==> src/design/acs_pkg.sv <==
// constants and types for the accumulator subtract datapath
package acs_pkg;
  localparam int unsigned DATA_W     = 8;
  localparam int unsigned NIB_W      = 4;
  localparam logic [7:0]  ACC_RST    = 8'h00;
  localparam logic        FLAG_RST   = 1'b0;
  // flag vector bit positions
  localparam int unsigned FLAG_CARRY = 0;
  localparam int unsigned FLAG_NIB   = 1;
  localparam int unsigned FLAG_ZERO  = 2;
  localparam int unsigned FLAG_RANGE = 3;
  localparam int unsigned FLAG_W     = 4;

  typedef enum logic [1:0] {
    ACS_OP_NONE,
    ACS_OP_MEM_TO_ACC,
    ACS_OP_MINUS_TO_MEMORY,
    ACS_OP_IMM_TO_ACC
  } acs_op_t;
endpackage : acs_pkg

==> src/design/acs_accumulator_subtract_ops.sv <==
// accumulator subtract datapath: memory, memory-destination and immediate
// What this block does
// RULE1 - memory subtract: acc gets acc minus memory byte; memory untouched
// RULE2 - minus_to_memory: memory byte gets acc minus that byte
// RULE3 - immediate subtract: acc gets acc minus instruction constant
// RULE4 - borrow (negative result) clears carry to zero
// RULE5 - no borrow (zero or positive) sets carry to one
// RULE6 - also update overflow, zero, nibble-borrow flags; nothing else
`timescale 1ns/1ps
`default_nettype none
module acs_accumulator_subtract_ops
  import acs_pkg::*;
(
  input  wire logic              i_clock,
  input  wire logic              i_rst,
  input  wire acs_op_t           i_op,
  input  wire logic [DATA_W-1:0] i_mem_rdata,
  input  wire logic [DATA_W-1:0] i_imm,
  output logic      [DATA_W-1:0] o_acc,
  output logic      [DATA_W-1:0] o_mem_wdata,
  output logic                   o_mem_we,
  output logic                   o_carry,
  output logic                   o_nibble_borrow_flag,
  output logic                   o_zero,
  output logic                   o_signed_range_flag
);
  logic [DATA_W-1:0] acc_r;
  logic [DATA_W-1:0] mem_wdata_r;
  logic              mem_we_r;
  logic [FLAG_W-1:0] flags_r;
  logic [DATA_W-1:0] operand;
  logic [DATA_W-1:0] diff;
  logic              c_nxt;
  logic              ac_nxt;
  logic              z_nxt;
  logic              ov_nxt;
  logic              active;

  // immediate op takes the instruction constant, others the memory byte
  assign operand = (i_op == ACS_OP_IMM_TO_ACC) ? i_imm
                                               : i_mem_rdata; // [RULE3]
  assign active  = (i_op != ACS_OP_NONE);

  acs_subtractor acs_subtractor_inst (
    .i_minuend            (acc_r),
    .i_subtrahend         (operand),
    .o_diff               (diff),
    .o_carry              (c_nxt),
    .o_nibble_borrow_flag (ac_nxt),
    .o_zero               (z_nxt),
    .o_signed_range_flag  (ov_nxt)
  );

  // accumulator destination ops
  always_ff @(posedge i_clock) begin
    if (i_rst) begin
      acc_r <= ACC_RST;
    end else if (i_op == ACS_OP_MEM_TO_ACC ||
                 i_op == ACS_OP_IMM_TO_ACC) begin
      acc_r <= diff;                                  // [RULE1] [RULE3]
    end
  end

  // memory write-back; acc is left unchanged here
  always_ff @(posedge i_clock) begin
    if (i_rst) begin
      mem_we_r    <= 1'b0;
      mem_wdata_r <= ACC_RST;
    end else begin
      mem_we_r <= (i_op == ACS_OP_MINUS_TO_MEMORY);   // [RULE1] [RULE2]
      if (i_op == ACS_OP_MINUS_TO_MEMORY) begin
        mem_wdata_r <= diff;                          // [RULE2]
      end
    end
  end

  // flags only change on a subtract
  always_ff @(posedge i_clock) begin
    if (i_rst) begin
      flags_r <= {FLAG_W{FLAG_RST}};
    end else if (active) begin
      flags_r[FLAG_CARRY] <= c_nxt;                   // [RULE4] [RULE5]
      flags_r[FLAG_NIB]   <= ac_nxt;                  // [RULE6]
      flags_r[FLAG_ZERO]  <= z_nxt;                   // [RULE6]
      flags_r[FLAG_RANGE] <= ov_nxt;                  // [RULE6]
    end
  end

  assign o_acc                = acc_r;
  assign o_mem_wdata          = mem_wdata_r;
  assign o_mem_we             = mem_we_r;
  assign o_carry              = flags_r[FLAG_CARRY];
  assign o_nibble_borrow_flag = flags_r[FLAG_NIB];
  assign o_zero               = flags_r[FLAG_ZERO];
  assign o_signed_range_flag  = flags_r[FLAG_RANGE];

  // signed 9-bit view of the subtract, kept apart from the datapath
  // so the overflow checks do not reuse the subtractor's own formula
  logic signed [DATA_W:0] sdiff_chk;

  assign sdiff_chk = $signed({acc_r[DATA_W-1], acc_r})
                   - $signed({operand[DATA_W-1], operand});
endmodule : acs_accumulator_subtract_ops
`default_nettype wire

==> src/design/acs_subtractor.sv <==
// combinational 8-bit subtractor with status flag outputs
`timescale 1ns/1ps
`default_nettype none
module acs_subtractor
  import acs_pkg::*;
(
  input  wire logic [DATA_W-1:0] i_minuend,
  input  wire logic [DATA_W-1:0] i_subtrahend,
  output logic      [DATA_W-1:0] o_diff,
  output logic                   o_carry,
  output logic                   o_nibble_borrow_flag,
  output logic                   o_zero,
  output logic                   o_signed_range_flag
);
  logic [DATA_W:0] wide;
  logic [NIB_W:0]  low;

  // carry is the inverted borrow of the full-width subtract
  assign wide    = {1'b0, i_minuend} - {1'b0, i_subtrahend};
  assign low     = {1'b0, i_minuend[NIB_W-1:0]}
                 - {1'b0, i_subtrahend[NIB_W-1:0]};
  assign o_diff  = wide[DATA_W-1:0];
  assign o_carry = ~wide[DATA_W];                     // [RULE4] [RULE5]
  assign o_nibble_borrow_flag = ~low[NIB_W];          // [RULE6]
  assign o_zero  = (wide[DATA_W-1:0] == 8'h00);       // [RULE6]
  // signs differ and result sign differs from minuend
  assign o_signed_range_flag =
    (i_minuend[DATA_W-1] ^ i_subtrahend[DATA_W-1]) &
    (i_minuend[DATA_W-1] ^ wide[DATA_W-1]);           // [RULE6]
endmodule : acs_subtractor
`default_nettype wire

==> config.mk <==
export PLATFORM = sky130hd
export DESIGN_NAME = acs_accumulator_subtract_ops
export DESIGN_NICKNAME = d
export VERILOG_FILES = /design/src/design/acs_pkg.sv /design/src/design/acs_accumulator_subtract_ops.sv /design/src/design/acs_subtractor.sv
export SDC_FILE = /design/constraint.sdc
export NUM_CORES = 1
export LEC_CHECK = 0
export BUFFER_PORTS_ARGS = -buffer_cell sky130_fd_sc_hd__clkbuf_2
export CAP_MARGIN = 20
export CORE_MARGIN = 2
export CORE_UTILIZATION = 53
export CTS_BUF_LIST = sky130_fd_sc_hd__clkbuf_16
export DETAILED_ROUTE_END_ITERATION = 16
export PLACE_DENSITY = 0.84
export SYNTH_ARGS = -nofsm -noshare
export SYNTH_HDL_FRONTEND = slang
export SYNTH_SLANG_ARGS = --single-unit
==> constraint.sdc <==
create_clock -name i_clock -period 5.34 [get_ports i_clock]
set_input_delay 0.801 -clock i_clock [delete_from_list [all_inputs] [get_ports i_clock]]
set_output_delay 0.801 -clock i_clock [all_outputs]
set_load 0.01 [all_outputs]
[Word-level counts from Yosys, hierarchy flattened]
Index checks and enable logic that the tools add are counted.
W data, S select, Z words.
Storage, ports and cells
  word-level logic and storage cells: 18
  register bits: 21
  output and inout bits: 21
  input port bits: 20
Operators by class
  reduce and logical (&&, ||, !) cells: 3
  equality and inequality tests: 3
  bitwise logic cells: 5
  $add $sub $neg: 2
  mux-type cells: 1
Operator list (number)
  $sub A8 B8 Y9: 1
  $logic_not A8 Y1: 1
  $mux W8: 1
  $sub A4 B4 Y5: 1
  $eq A2 B2 Y1 const B: 2
  $eq A2 B1 Y1 const B: 1
  $not A1 Y1: 2
  $reduce_bool A2 Y1: 1
  $xor A1 B1 Y1: 2
  $and A1 B1 Y1: 1
  $logic_or A1 B1 Y1: 1

[Depth between registers and ports, before layout]
  depth after elaboration: 5
  gate-level depth with buffers: 11
  gate-level depth less buffers: 10

[Cells and area by module]
A second synthesis with hierarchy kept.
Unflattened totals
  cell total of the unflattened synthesis: 157
  area, all modules: 1460.2 um^2
By module, submodules not included
  acs_accumulator_subtract_ops: sequential area each 420.4 um^2, cells an instance 90, area an instance 994.7 um^2, times used 1
  acs_subtractor: sequential area each 0.0 um^2, cells an instance 67, area an instance 465.4 um^2, times used 1

[Worst setup path after synthesis]
No wires, ideal clock.
  path type: input-to-reg
  start point: input port i_op[0]
  end point: register flags_r[2]
  library setup time: 57 ps
  path buffers: 1
  required time: 5283 ps
  arrival time: 3105 ps
  stages: 10
  path slack: 2177 ps
  cell sequence: buf_2 -> nand2_1 -> mux2_2 -> ha_1 -> inv_1 -> fa_1 -> nor4b_1 -> nand2_1 -> a2111oi_4 -> a21o_1
On the way
  word-level cells in the longest chain between the ends: 4
  elaborated cells between the ends (all ways): 5
  those cells by class: 1 x add/sub; 1 x eq/ne; 1 x mux; 2 x reduce/logical
Ends and longest elaborated chain
  from (decl): RTL line acs_accumulator_subtract_ops.sv:16  | input wire acs_op_t i_op,
  $eq A2 B2 Y1: RTL line acs_accumulator_subtract_ops.sv:40  | assign operand = (i_op == ACS_OP_IMM_TO_ACC) ? i_imm
  $mux W8: RTL line acs_accumulator_subtract_ops.sv:40
  $sub A8 B8 Y9: RTL line acs_subtractor.sv:19  | assign wide = {1'b0, i_minuend} - {1'b0, i_subtrahend};
  $logic_not A8 Y1: RTL line acs_subtractor.sv:25  | assign o_zero = (wide[DATA_W-1:0] == 8'h00);
  to (signal assigned): RTL line acs_accumulator_subtract_ops.sv:80  | flags_r <= {FLAG_W{FLAG_RST}};
  to (signal, indexed assignment): RTL line acs_accumulator_subtract_ops.sv:82  | flags_r[FLAG_CARRY] <= c_nxt;
  to (signal, indexed assignment): RTL line acs_accumulator_subtract_ops.sv:83  | flags_r[FLAG_NIB] <= ac_nxt;
  to (decl): RTL line acs_accumulator_subtract_ops.sv:30  | logic [FLAG_W-1:0] flags_r;
Parallel ways exist; a longest one is shown, timed or not.
A chain may end at the register's enable or synchronous reset.

[Final worst setup path]
Same ends and word-level chain as after synthesis.

==> flow_summary.yaml <==
run_status:
  status: "complete, no violations"
detailed_routing:
  antenna_left: 0
  drtIter0Drc: 28
  vias: 1167
  drt_first_pass_iters: 4
  viasPerCell: 5.67
  avgRoutedWirePerCell_um: 13.5
  drc: 0
  drt_wl_total_um: 2770
synthesis:
  yosys_warnings: 0
  ys_ff_latch: 21
  synth-edff-count: 0
  synth.area.mux_share: 0.100
  synth-xor-area-share: 0.0217
  synthArstFlopShare: 0
  netlist_area_mm2: 0.00121
  syn_inst: 139
  ys_types: 32
  synth_top_family_by_area: "compound AO/OA/AOI/OAI gates"
  synth_compound_area_frac: 0.204
  synth_ff_type: "dfxtp_1"
  synthSimpleGateAreaFrac: 0.204
  synthAdderAreaFrac: 0.0994
  synth_seq_area_share: 0.348
  avgSynthCellArea_um2: 8.70
  synthesis.nets: 168
floorplanning:
  die_w_um: 51.8
  dieArea_mm2: 0.00268
  core_area_mm2: 0.00219
  pin_count: 41
  rows: 17
  initial_core_util: 0.552
  fp.dieH_um: 51.8
clocking:
  clkLatencyLatePin_ns: 0.25
  cts.reportedPaths.clkPinSlew_ns: 0.05
  ctsResizeCount: 0
  numCtsBuffers: 3
  holdBufCountCts: 0
  root_buffer: "clkbuf_16"
  cts_tree: "yes"
  h-tree-depth: 1
  cts_buffer_depth: 2
  postCtsSetupRepairBufs: 0
  cts_sinks: 21
timing:
  fmax_ghz: 0.282
  hold_ws_ns: 0.456
  fin_crit_sh: 0.663
  finalSetupViolations: 0
  fin_crit_ns: 3.54
  setup_tns_ns: 0
  finalHoldViolCount: 0
  skew_ns: 0.00199
  rsz0062_at_grt: "no"
  worst_pin_slew_ns: 0.598
  slew_viol_final: 0
  slew_headroom: 0.600
setup_path:
  cpMostUsedCell: "nand2_1"
  crit_type: "input port to register"
  worstPathCellList: "clkbuf_2 > nand2_1 > mux2_2 > ha_1 > inv_1 > fa_1 > nor4b_1 > nand2_1 > a2111oi_4 > a21o_1"
  cp-end-kind: "register"
  r2r_slack_ns: 3.04
  worst-path-max-fanout: 18
  slowest_delay_ns: 0.47
  path_delay_family: "simple AND/OR/NAND/NOR gates"
  start_kind: "input port"
  crit_path_top_delay_cell: "nor4b_1"
  worst-endpoint-required_ns: 5.53
  arrival_ns: 3.74
  worstPathBufferInverterCount: 2
final_layout:
  final_util: 0.686
  layout.nets: 208
  num_antenna_cells: 0
  areaGrowthSynthToFinish_pct: 24.3
  final_cells: 206
  drive_gt1_frac: 0.270
power:
  finalPower_w: 0.000548
  p_per_area_mw_per_mm2: 364
  irDropWorstVdd_mv: 0.218
  p_leak_nw: 0.723
global_route:
  grt_pass1_vias: 1107
  antenna_found_initial: 0
  grt_max_degree: 23
  grt_util_all_layers: 0.227
  grt_pass1_wl_um: 4520
  overflow: 0
min_path:
  holdCritPathClass: "register to register"
placed_design:
  portBuffers: 40
  dp.final_hpwl_um: 2180
  dpl.cell_count: 202
  gp_congestion: 0.850
job:
  max_cap_violations: 0
==> worst reg2reg max path, delay by kind of cell, from the launching register on <==
family,cells,cell delay (ns)
AO/OA/AOI/OAI,2,0.48
adder cells (fa/ha/maj),2,0.65
AND/OR/NAND/NOR,2,0.64
flip-flops,1,0.35
buffers and inverters,2,0.13
==> layout make-up <==
type	instances	area, um^2
inverter	2	7.51
tap	28	35.0
clock inverter	1	3.75
clock buffer	3	75.1
timing repair buffer	40	200
fill	188	688
sequential	21	420
multi-input combinational	111	761
==> path summary, 6_finish.rpt <==
check / start / end / cells after the start
worst max-delay path: i_op[0] / flags_r[2] / 10
worst min-delay path: flags_r[3] / flags_r[3] / 2
worst max register to register: o_acc[0] / flags_r[2] / 8
worst min register to register: flags_r[3] / flags_r[3] / 2
==> flip-flops by register name (all words and copies together) (netlist names) <==
name / flops
o_acc: 8
o_mem_wdata: 8
flags_r: 4
o_mem_we: 1
==> per-layer routing <==
metal | part of all wire | GRT usage | up-vias
met5 | 0 | 0 | -
met4 | 0.017 | 0.105 | 0
met3 | 0.060 | 0.0460 | 6
met2 | 0.50 | 0.419 | 44
met1 | 0.42 | 0.246 | 535
li1 | - | - | 582
==> cells by family (layout without fill, tap and decap cells) <==
kind of cell             after synthesis  count (layout)
AND/OR/NAND/NOR                       52              52
AO/OA/AOI/OAI                         35              35
flip-flops                            21              21
multiplexers                          12              12
adder cells (fa/ha/maj)                9               9
buffers and inverters                  7              46
XOR/XNOR                               3               3
==> cells in the final DEF (no fill, tap or decap) <==
master and instances:
a2111oi_4 1, a211oi_1 6, a21o_1 2, a21oi_1 16, a21oi_2 1, a21oi_4 1
clkbuf_16 3, clkbuf_2 40, dfxtp_1 21, fa_1 1, ha_1 8, inv_1 3
mux2_2 1, mux2i_1 11, nand2_1 17, nand2b_1 4, nand3_1 5, nand3b_1 1
nor2_1 15, nor2b_1 2, nor3_1 3, nor4b_1 2, o211a_1 1, o211ai_1 1
o21a_1 1, o21ai_0 4, o31a_1 1, or3_1 2, or3_4 1, xnor2_1 2
xor2_1 1
==> per-stage QoR <==
stage | setup slack, ns | cell area (um^2)
5_1_grt | 1.71 | 1500
3_3_place_gp | 1.83 | 1420
6_report | 1.80 | 1500
2_1_floorplan | 2.18 | 1210
3_5_place_dp | 1.65 | 1420
4_1_cts | 1.84 | 1500
==> synth_stat cells, types with 3 or more instances <==
cell type	instances	area, um^2
nand2b_1	4	25.0
ha_1	8	100
nand3_1	5	25.0
a211oi_1	6	45.0
o21ai_0	4	20.0
nand2_1	17	63.8
a21oi_1	16	80.1
nor3_1	3	15.0
mux2i_1	11	110
clkbuf_1	3	11.3
dfxtp_1	21	420
nor2_1	15	56.3
==> where the power goes <==
| part | internal, W | total, W | leakage, nW | switching, W |
|---|---|---|---|---|
| Clock | 0.0000995 | 0.000152 | 0.0423 | 0.0000524 |
| Combinational | 0.0000842 | 0.000204 | 0.508 | 0.000120 |
| Sequential | 0.000177 | 0.000192 | 0.173 | 0.0000144 |
| Total | 0.000361 | 0.000548 | 0.723 | 0.000186 |
(Power assumes the default switching activity.)
